`config.mk`:
```
export PLATFORM = sky130hd
export DESIGN_NAME = uic_irq_timer
export DESIGN_NICKNAME = d
export VERILOG_FILES = /design/src/shared/uic_pkg.sv /design/src/core/uic_irq_timer.sv
export SDC_FILE = /design/constraint.sdc
export NUM_CORES = 1
export LEC_CHECK = 0
export BUFFER_PORTS_ARGS = -buffer_cell sky130_fd_sc_hd__buf_2
export CORE_MARGIN = 1.5
export CORE_UTILIZATION = 50
export CTS_BUF_LIST = sky130_fd_sc_hd__clkbuf_8
export CTS_CLUSTER_SIZE = 24
export DETAILED_ROUTE_END_ITERATION = 7
export GPL_ROUTABILITY_DRIVEN = 0
export PLACE_DENSITY = 0.86
export SYNTH_ARGS = -nofsm -noshare
export SYNTH_HDL_FRONTEND = slang
export SYNTH_SLANG_ARGS = --single-unit
```
`constraint.sdc`:
```
create_clock -name clk_sys_in -period 3.06 [get_ports clk_sys_in]
set_input_delay 0.306 -clock clk_sys_in [delete_from_list [all_inputs] [get_ports clk_sys_in]]
set_output_delay 0.306 -clock clk_sys_in [all_outputs]
set_load 0.005 [all_outputs]
```
`src/shared/uic_pkg.sv`:
```
// constants for the uart interrupt status and counter/timer block
package uic_pkg;
	// register byte offsets
	localparam logic [7:0] UIC_OFS_STATUS = 8'h00;
	localparam logic [7:0] UIC_OFS_MASK = 8'h04;
	localparam logic [7:0] UIC_OFS_PRESET_UPPER = 8'h08;
	localparam logic [7:0] UIC_OFS_PRESET_LOWER = 8'h0C;
	localparam logic [7:0] UIC_OFS_CTRL = 8'h10;
	localparam logic [7:0] UIC_OFS_CMD = 8'h14;
	// interrupt status bit positions
	localparam int UIC_ST_TX_READY = 0;
	localparam int UIC_ST_TX_EMPTY = 1;
	localparam int UIC_ST_RX = 2;
	localparam int UIC_ST_BREAK = 3;
	localparam int UIC_ST_CT_READY = 4;
	localparam int UIC_ST_MPI_LEVEL = 6;
	localparam int UIC_ST_MPI_CHANGE = 7;
	// control register fields
	localparam int UIC_CTRL_MPO_LSB = 0;
	localparam int UIC_CTRL_MODE_LSB = 4;
	localparam int UIC_CTRL_RX_SEL = 7;
	// command register bits, each a write-one pulse
	localparam int UIC_CMD_CLR_MPI_CHANGE = 0;
	localparam int UIC_CMD_CLR_BREAK = 1;
	localparam int UIC_CMD_START = 2;
	localparam int UIC_CMD_STOP = 3;
	// counter/timer mode and source codes; top bit set means timer
	localparam logic [2:0] UIC_CT_MPI = 3'h0;
	localparam logic [2:0] UIC_CT_MPI16 = 3'h1;
	localparam logic [2:0] UIC_CT_TXC = 3'h2;
	localparam logic [2:0] UIC_CT_CLK16 = 3'h3;
	localparam logic [2:0] UIC_TM_MPI = 3'h4;
	localparam logic [2:0] UIC_TM_MPI16 = 3'h5;
	localparam logic [2:0] UIC_TM_CLK = 3'h6;
	localparam logic [2:0] UIC_TM_CLK16 = 3'h7;
	// output pin source codes
	localparam logic [2:0] UIC_MPO_CT = 3'h1;
	localparam logic [2:0] UIC_MPO_TRANSMITTER_READY_FLAG_N = 3'h6;
	localparam logic [2:0] UIC_MPO_RX_N = 3'h7;
	// reset values and counts
	localparam logic [7:0] UIC_MASK_RST = 8'h00;
	localparam logic [7:0] UIC_CTRL_RST = 8'h00;
	localparam logic [7:0] UIC_UPPER_RST = 8'h00;
	localparam logic [7:0] UIC_LOWER_RST = 8'h02;
	localparam logic [3:0] UIC_DIV16_LAST = 4'hF;
	localparam logic [15:0] UIC_COUNT_ONE = 16'h0001;
	localparam logic [1:0] UIC_FIFO_FULL = 2'h3;
	localparam logic [1:0] UIC_RESP_OKAY = 2'h0;
	localparam logic [1:0] UIC_RESP_SLVERR = 2'h2;
	typedef enum logic [1:0] {
		UIC_CT_STOPPED = 2'b01,
		UIC_CT_RUNNING = 2'b10
	} uic_ct_state_type;
endpackage : uic_pkg

```
`src/core/uic_irq_timer.sv`:
```
// uart interrupt status, mask and counter/timer with axi4-lite registers
//
// Our own choices: the AXI4-Lite interface to the registers and the address map.
`timescale 1ns/1ps
`default_nettype none
module uic_irq_timer
	import uic_pkg::*;
(
	input wire logic clk_sys_in,
	input wire logic nrst_in,
	input wire logic [7:0] s_axi_awaddr_in,
	input wire logic s_axi_awvalid_in,
	output logic s_axi_awready_out,
	input wire logic [31:0] s_axi_wdata_in,
	input wire logic [3:0] s_axi_wstrb_in,
	input wire logic s_axi_wvalid_in,
	output logic s_axi_wready_out,
	output logic [1:0] s_axi_bresp_out,
	output logic s_axi_bvalid_out,
	input wire logic s_axi_bready_in,
	input wire logic [7:0] s_axi_araddr_in,
	input wire logic s_axi_arvalid_in,
	output logic s_axi_arready_out,
	output logic [31:0] s_axi_rdata_out,
	output logic [1:0] s_axi_rresp_out,
	output logic s_axi_rvalid_out,
	input wire logic s_axi_rready_in,
	input wire logic multipurpose_input_pin_in,
	input wire logic break_change_in,
	input wire logic rx_push_in,
	input wire logic rx_read_in,
	input wire logic [1:0] rx_fifo_level_in,
	input wire logic rx_char_waiting_in,
	input wire logic transmitter_empty_flag_in,
	input wire logic transmitter_ready_flag_in,
	input wire logic tx_clk_1x_tick_in,
	output logic irq_out_n,
	output logic multipurpose_output_pin_out
);
	logic rst_meta_reg, rst_n_reg;
	logic aw_full_reg, w_full_reg, bvalid_reg, rvalid_reg;
	logic [7:0] aw_addr_reg;
	logic [7:0] w_data_reg;
	logic w_lane0_reg;
	logic [1:0] bresp_reg, rresp_reg;
	logic [31:0] rdata_reg;
	logic [7:0] mask_reg, ctrl_reg, upper_reg, lower_reg;
	logic mpi_level_reg, mpi_chg_reg, brk_chg_reg, ct_ready_reg, rx_stat_reg;
	logic tx_empty_reg, tx_ready_reg, irq_n_reg, mpo_reg, ct_out_reg;
	logic [3:0] clk_div_reg, mpi_div_reg;
	logic [15:0] count_reg;
	uic_ct_state_type ct_state_reg;
	logic [7:0] status_vec;
	logic wr_fire, wr_en, ar_fire, cmd_wr, wr_mapped, rd_mapped;
	logic cmd_start, cmd_stop, cmd_clr_mpi, cmd_clr_brk;
	logic mpi_rise, clk16_tick, mpi16_tick, ct_tick, timer_mode;
	logic ct_active, tc_hit, timer_wrap;
	logic [2:0] mode_f, rx_level_after;
	logic [15:0] preset;

	// reset release through two flops; assertion stays asynchronous
	always_ff @(posedge clk_sys_in or negedge nrst_in) begin
		if (!nrst_in) begin
			rst_meta_reg <= 1'b0;
			rst_n_reg <= 1'b0;
		end else begin
			rst_meta_reg <= 1'b1;
			rst_n_reg <= rst_meta_reg;
		end
	end

	// write channel: address and data taken in either order
	assign s_axi_awready_out = !aw_full_reg && !bvalid_reg;
	assign s_axi_wready_out = !w_full_reg && !bvalid_reg;
	assign wr_fire = aw_full_reg && w_full_reg && !bvalid_reg;
	assign wr_en = wr_fire && w_lane0_reg;
	assign wr_mapped = aw_addr_reg[7:2] <= UIC_OFS_CMD[7:2];
	assign cmd_wr = wr_en && aw_addr_reg[7:2] == UIC_OFS_CMD[7:2];
	assign cmd_clr_mpi = cmd_wr && w_data_reg[UIC_CMD_CLR_MPI_CHANGE];
	assign cmd_clr_brk = cmd_wr && w_data_reg[UIC_CMD_CLR_BREAK];
	assign cmd_start = cmd_wr && w_data_reg[UIC_CMD_START];
	assign cmd_stop = cmd_wr && w_data_reg[UIC_CMD_STOP];

	always_ff @(posedge clk_sys_in or negedge rst_n_reg) begin
		if (!rst_n_reg) begin
			aw_full_reg <= 1'b0;
			w_full_reg <= 1'b0;
			aw_addr_reg <= 8'h00;
			w_data_reg <= 8'h00;
			w_lane0_reg <= 1'b0;
			bvalid_reg <= 1'b0;
			bresp_reg <= UIC_RESP_OKAY;
		end else begin
			if (s_axi_awvalid_in && s_axi_awready_out) begin
				aw_full_reg <= 1'b1;
				aw_addr_reg <= s_axi_awaddr_in;
			end else if (wr_fire) begin
				aw_full_reg <= 1'b0;
			end
			if (s_axi_wvalid_in && s_axi_wready_out) begin
				w_full_reg <= 1'b1;
				w_data_reg <= s_axi_wdata_in[7:0];
				w_lane0_reg <= s_axi_wstrb_in[0];
			end else if (wr_fire) begin
				w_full_reg <= 1'b0;
			end
			if (wr_fire) begin
				bvalid_reg <= 1'b1;
				bresp_reg <= wr_mapped ? UIC_RESP_OKAY : UIC_RESP_SLVERR;
			end else if (s_axi_bready_in) begin
				bvalid_reg <= 1'b0;
			end
		end
	end
	assign s_axi_bvalid_out = bvalid_reg;
	assign s_axi_bresp_out = bresp_reg;

	// software registers; all fields live in byte lane 0
	always_ff @(posedge clk_sys_in or negedge rst_n_reg) begin
		if (!rst_n_reg) begin
			mask_reg <= UIC_MASK_RST;
			ctrl_reg <= UIC_CTRL_RST;
			upper_reg <= UIC_UPPER_RST;
			lower_reg <= UIC_LOWER_RST;
		end else if (wr_en) begin
			unique case (aw_addr_reg[7:2])
				UIC_OFS_MASK[7:2]: mask_reg <= w_data_reg;
				UIC_OFS_PRESET_UPPER[7:2]: upper_reg <= w_data_reg;
				UIC_OFS_PRESET_LOWER[7:2]: lower_reg <= w_data_reg;
				UIC_OFS_CTRL[7:2]: ctrl_reg <= w_data_reg;
				default: ;
			endcase
		end
	end
	assign preset = {upper_reg, lower_reg};
	assign mode_f = ctrl_reg[UIC_CTRL_MODE_LSB +: 3];
	assign timer_mode = mode_f[2];

	// status vector, bit 5 unused and reads zero
	assign status_vec = {mpi_chg_reg, mpi_level_reg, 1'b0, ct_ready_reg,
		brk_chg_reg, rx_stat_reg, tx_empty_reg, tx_ready_reg};

	// read channel: status is sampled as the address is taken
	assign s_axi_arready_out = !rvalid_reg;
	assign ar_fire = s_axi_arvalid_in && s_axi_arready_out;
	assign rd_mapped = s_axi_araddr_in[7:2] <= UIC_OFS_CMD[7:2];
	always_ff @(posedge clk_sys_in or negedge rst_n_reg) begin
		if (!rst_n_reg) begin
			rvalid_reg <= 1'b0;
			rdata_reg <= 32'h0000_0000;
			rresp_reg <= UIC_RESP_OKAY;
		end else if (ar_fire) begin
			rvalid_reg <= 1'b1;
			rresp_reg <= rd_mapped ? UIC_RESP_OKAY : UIC_RESP_SLVERR;
			unique case (s_axi_araddr_in[7:2])
				UIC_OFS_STATUS[7:2]: rdata_reg <= {24'h000000, status_vec};
				UIC_OFS_MASK[7:2]: rdata_reg <= {24'h000000, mask_reg};
				UIC_OFS_PRESET_UPPER[7:2]: rdata_reg <= {24'h000000, upper_reg};
				UIC_OFS_PRESET_LOWER[7:2]: rdata_reg <= {24'h000000, lower_reg};
				UIC_OFS_CTRL[7:2]: rdata_reg <= {24'h000000, ctrl_reg};
				default: rdata_reg <= 32'h0000_0000;
			endcase
		end else if (s_axi_rready_in) begin
			rvalid_reg <= 1'b0;
		end
	end
	assign s_axi_rvalid_out = rvalid_reg;
	assign s_axi_rdata_out = rdata_reg;
	assign s_axi_rresp_out = rresp_reg;

	// pin level and change; sticky flags let a set win over a clear
	assign mpi_rise = multipurpose_input_pin_in && !mpi_level_reg;
	always_ff @(posedge clk_sys_in or negedge rst_n_reg) begin
		if (!rst_n_reg) begin
			mpi_level_reg <= 1'b0;
			mpi_chg_reg <= 1'b0;
			brk_chg_reg <= 1'b0;
			tx_empty_reg <= 1'b0;
			tx_ready_reg <= 1'b0;
		end else begin
			mpi_level_reg <= multipurpose_input_pin_in;
			if (multipurpose_input_pin_in != mpi_level_reg) begin
				mpi_chg_reg <= 1'b1;
			end else if (cmd_clr_mpi) begin
				mpi_chg_reg <= 1'b0;
			end
			if (break_change_in) begin
				brk_chg_reg <= 1'b1;
			end else if (cmd_clr_brk) begin
				brk_chg_reg <= 1'b0;
			end
			tx_empty_reg <= transmitter_empty_flag_in;
			tx_ready_reg <= transmitter_ready_flag_in;
		end
	end

	// receiver bit; level input counts characters before this cycle's events
	assign rx_level_after = 3'({1'b0, rx_fifo_level_in} + {2'b00, rx_push_in}
		- {2'b00, rx_read_in});
	always_ff @(posedge clk_sys_in or negedge rst_n_reg) begin
		if (!rst_n_reg) begin
			rx_stat_reg <= 1'b0;
		end else if (!ctrl_reg[UIC_CTRL_RX_SEL]) begin
			if (rx_push_in || rx_read_in) begin
				rx_stat_reg <= rx_level_after != 3'h0;
			end
		end else begin
			if (rx_push_in && rx_level_after == {1'b0, UIC_FIFO_FULL}) begin
				rx_stat_reg <= 1'b1;
			end else if (rx_read_in && !rx_char_waiting_in) begin
				rx_stat_reg <= 1'b0;
			end
		end
	end

	// counter/timer clock sources
	assign clk16_tick = clk_div_reg == UIC_DIV16_LAST;
	assign mpi16_tick = mpi_rise && mpi_div_reg == UIC_DIV16_LAST;
	always_ff @(posedge clk_sys_in or negedge rst_n_reg) begin
		if (!rst_n_reg) begin
			clk_div_reg <= 4'h0;
			mpi_div_reg <= 4'h0;
		end else begin
			clk_div_reg <= clk_div_reg + 4'h1;
			if (mpi_rise) begin
				mpi_div_reg <= mpi_div_reg + 4'h1;
			end
		end
	end
	always_comb begin
		unique case (mode_f)
			UIC_CT_MPI, UIC_TM_MPI: ct_tick = mpi_rise;
			UIC_CT_MPI16, UIC_TM_MPI16: ct_tick = mpi16_tick;
			UIC_CT_TXC: ct_tick = tx_clk_1x_tick_in;
			UIC_TM_CLK: ct_tick = 1'b1;
			UIC_CT_CLK16, UIC_TM_CLK16: ct_tick = clk16_tick;
		endcase
	end

	// timer runs freely; counter runs between start and stop
	assign ct_active = timer_mode || ct_state_reg == UIC_CT_RUNNING;
	assign timer_wrap = timer_mode && ct_tick && count_reg <= UIC_COUNT_ONE;
	assign tc_hit = !timer_mode && ct_state_reg == UIC_CT_RUNNING && ct_tick
		&& count_reg == UIC_COUNT_ONE;
	always_ff @(posedge clk_sys_in or negedge rst_n_reg) begin
		if (!rst_n_reg) begin
			ct_state_reg <= UIC_CT_STOPPED;
		end else if (cmd_start) begin
			ct_state_reg <= UIC_CT_RUNNING;
		end else if (cmd_stop) begin
			ct_state_reg <= UIC_CT_STOPPED;
		end
	end
	always_ff @(posedge clk_sys_in or negedge rst_n_reg) begin
		if (!rst_n_reg) begin
			count_reg <= 16'h0000;
		end else if (cmd_start) begin
			count_reg <= preset;
		end else if (timer_wrap) begin
			count_reg <= preset;
		end else if (ct_tick && ct_active) begin
			count_reg <= count_reg - UIC_COUNT_ONE;
		end
	end
	// the timer output toggles each half-period, so one period is 2x preset
	always_ff @(posedge clk_sys_in or negedge rst_n_reg) begin
		if (!rst_n_reg) begin
			ct_out_reg <= 1'b1;
		end else if (timer_mode) begin
			if (timer_wrap) begin
				ct_out_reg <= !ct_out_reg;
			end
		end else if (tc_hit) begin
			ct_out_reg <= 1'b0;
		end else if (cmd_stop || cmd_start) begin
			ct_out_reg <= 1'b1;
		end
	end
	always_ff @(posedge clk_sys_in or negedge rst_n_reg) begin
		if (!rst_n_reg) begin
			ct_ready_reg <= 1'b0;
		end else if (tc_hit || (timer_wrap && ct_out_reg)) begin
			ct_ready_reg <= 1'b1;
		end else if (cmd_stop) begin
			ct_ready_reg <= 1'b0;
		end
	end

	// registered outputs: interrupt and multipurpose pin
	always_ff @(posedge clk_sys_in or negedge rst_n_reg) begin
		if (!rst_n_reg) begin
			irq_n_reg <= 1'b1;
			mpo_reg <= 1'b1;
		end else begin
			irq_n_reg <= ~|(status_vec & mask_reg);
			unique case (ctrl_reg[UIC_CTRL_MPO_LSB +: 3])
				UIC_MPO_CT: mpo_reg <= ct_out_reg;
				UIC_MPO_TRANSMITTER_READY_FLAG_N: mpo_reg <= !tx_ready_reg;
				UIC_MPO_RX_N: mpo_reg <= !rx_stat_reg;
				default: mpo_reg <= 1'b1;
			endcase
		end
	end
	assign irq_out_n = irq_n_reg;
	assign multipurpose_output_pin_out = mpo_reg;
endmodule : uic_irq_timer
`default_nettype wire

```
==> summary.md <==
| Metric | Value |
|---|---|
| Via count | `3859` |
| Post-Syn Instances | `approximately 440` |
| Ranking of synthesized cells by area | `dfrtp_1 (48%), mux2_2 (11%), buf_4 (4.0%)` |
| Clock Latency Late Sink | `~370 ps` |
| Top Family by Delay on Critical Path | `simple AND/OR/NAND/NOR gates` |
| Hpwl dp | `~8400 microns` |
| Height of the chip | `102 microns` |
| Die ar. | `slightly above 10000 sq um` |
| DRT Pass-1 Iters | `5` |
| Cell Area, Synth | `4870 sq um` |
| CP max-delay cell | `or4_1` |
| DP Cell Count | `approximately 630` |
| Drc violations | `0` |
| Gr usage total | `24.8%` |
| Flops & latches, synth | `99` |
| Most used cell, CP | `nand3_1` |
| PwrDens | `between 700 and 800 nW/um^2` |
| First-pass GRT wire length | `19600 microns` |
| Worst Hold Class | `in -> reg` |
| Buffers plus inverters on the worst setup path | `1` |
| PortBufs | `54` |
| Initial antenna violation count | `0` |
| F_max | `about 400 MHz` |
| Via-to-Cell Ratio | `6.01` |
| Final setup violation count | `0` |
| CP Capture Type | `register` |
| Final period utilization | `~82%` |
| Nets | `585` |
| Final Hold Viols | `0` |
| Area Overhead vs Synth | `11.9%` |
| Worst Hold Depth | `1` |
| Critical Path Source Type | `register` |
| Simple-gate portion of the synthesized area | `between 10% and 20%` |
| Seq/Total Area, Yosys | `51.0%` |
| Worst Path Class, Setup | `reg -> reg` |
| Design area | `about 5400 sq um` |
| Crit path depth | `8` |
| Critical Path RT | `roughly 3400 ps` |
| Reg2Reg Depth | `8` |
| Clock sink total | `99` |
| Synth area leader | `dfrtp_1` |
| CP max stage delay | `~540 ps` |
| Asr flop ratio synth | `100%` |
| Core ar. | `between 9000 and 10000 sq um` |
| Clock transition at the registers of the reported paths | `100 ps` |
| CTS Buf Count | `9` |
| Static Leak | `between 2 and 3 nW` |
| Share of the synthesized area in the top cell type | `between 40% and 50%` |
| Worst Path Arrival | `around 2800 ps` |
| Syn. warnings | `0` |
| Commonest non-fill, non-tap cell in the layout | `dfrtp_1` |
| Post-synth EDFFs | `0` |
| Main combinational cell family by area after synthesis | `simple AND/OR/NAND/NOR gates` |
| Minimum clock period | `2520 ps` |
| Std cell rows | `35` |
| Post-synth top flop | `dfrtp_1` |
| Peak supply drop | `roughly 540 uV` |
| Slew headroom | `42.9%` |
| Placed inst area | `5230 sq um` |
| Post-synthesis adder-cell area fraction | `between 2 and 2.5%` |
| Most frequent cells in the layout | `dfrtp_1 (93), buf_2 (54), mux2_2 (46)` |
| Final ANT Viol Nets | `0` |
| Wire per inst | `about 18 microns` |
| Max Root-Sink Buffers | `2` |
| Setup bufs post-CTS | `0` |
| CTS resizes | `0` |
| Worst-Margin Slew | `about 850 ps` |
| Die X | `between 100 and 150 microns` |
| Multiplexer share of the synthesized area | `between 10% and 20%` |
| WL final | `approximately 12000 microns` |
| Synth Area in Compound Gates | `13.9%` |
| 1st-iter DRT viols | `445` |
| # Max-Cap Violations | `0` |
| Unrepaired setup endpoints after global routing | `false` |
| Share of post-route cells with drive strength above 1 | `between 20% and 30%` |
| H-tree depth | `3` |
| Root Buffer | `clkbuf_8` |
| Post-CTS Hold Fix Bufs | `1` |
| Slew Limit Fails | `0` |
| Largest net degree at the start of global routing | `59` |
| CP max FO | `8` |
| GRT Residual Overflow | `0` |
| Initial Util | `52.2%` |
| CP Cell Sequence | `inv_1 > ha_1 > nor2_1 > and4bb_1 > nand3_1 > nand2_1 > or4_1 > nand3_1` |
| Final antenna diode count | `0` |
| XOR/XNOR Fraction of Synth Area | `under 10%` |
| Status | `finished clean` |
| Netlist cell types | `62` |
| Accumulated negative setup slack | `0 ps` |
| Number of global-route vias before repair | `3896` |
| Largest register FFs | `16` |
| Synth Area per Inst | `between 10 and 15 sq um` |
| I/O pin cnt | `approximately 110` |
| Clk_skew | `around 16 ps` |
| CTS tree | `done` |
| Number of fill cells | `between 700 and 800` |
| Fin cells | `approximately 640` |
## report_power, final
group / total, W / switching [W] / leakage (nW) / internal [W]
clock network: 0.000864 / 0.000459 / 0.111 / 0.000405
logic: 0.000992 / 0.000468 / 1.17 / 0.000524
registers: 0.00225 / 0.000526 / 1.23 / 0.00172
## worst paths after layout
| check | slack, ps | startpoint | end |
|---|---|---|---|
| setup / recovery | 540 | count_reg[0]$_DFFE_PN0P_ | count_reg[8]$_DFFE_PN0P_ |
| hold / removal | 30 | transmitter_ready_flag_in | tx_ready_reg$_DFF_PN0_ |
| setup reg to reg | 540 | count_reg[0]$_DFFE_PN0P_ | count_reg[8]$_DFFE_PN0P_ |
| hold reg to reg | 370 | rst_meta_reg$_DFF_PN0_ | rst_n_reg$_DFF_PN0_ |
| max in group asynchronous | 1820 | rst_n_reg$_DFF_PN0_ | lower_reg[1]$_DFFE_PN1P_ |
| min in group asynchronous | 240 | nrst_in | rst_n_reg$_DFF_PN0_ |
## logic make-up after synthesis
| logic type | count (synthesis) |
|---|---|
| AND/OR/NAND/NOR | 132 |
| flip-flops | 99 |
| multiplexers | 46 |
| adder cells (fa/ha/maj) | 8 |
| other | 2 |
| AO/OA/AOI/OAI | 99 |
| XOR/XNOR | 7 |
| buffers and inverters | 51 |
## synth_stat cells, types with 3 or more instances
library cell and n:
buf_4 26, a21oi_1 23, nand3_1 13, nor3_1 4, o31ai_1 3, xnor2_1 5
a31oi_1 10, and3_1 4, a22oi_1 10, nand2_1 43, a221o_1 5, inv_1 15
nor2_1 30, nand2b_1 5, nand4_1 3, dfstp_2 5, nor2b_1 3, clkbuf_1 9
o211ai_1 7, mux2_2 46, or3_1 5, a221oi_1 8, o21a_1 3, dfrtp_1 94
o21ai_0 14, ha_1 7
## area by class of cell
type                       count  area, sq um  area share, %
clock inverter                 6         66.3           1.22
inverter                      15         56.3           1.03
multi-input combinational    319         2190           40.2
timing repair buffer          64          348           6.39
sequential                    99         2490           45.7
clock buffer                  10          138           2.53
tap                          129          161           2.97
## stage by stage
stage / util, % / power, W / worst slack [ps] / hold WS, ps
5_1_grt: 58.4 / 0.00434 / 392 / 23.5
6_report: 58.4 / 0.00411 / 542 / 34.7
2_1_floorplan: - / 0.00283 / 107 / 10.4
4_1_cts: 58.4 / 0.00409 / 596 / 29.9
3_3_place_gp: 56.1 / 0.00313 / 674 / 90.0
3_5_place_dp: 56.1 / 0.00323 / 619 / 93.3
## per-layer routing
metal,part of all wire [%],global-route usage [%]
met1,40,32.4
met2,49,39.7
met3,8.3,5.59
met4,3.5,10.8
met5,0,0
Power figures use the tool's default switching activity.
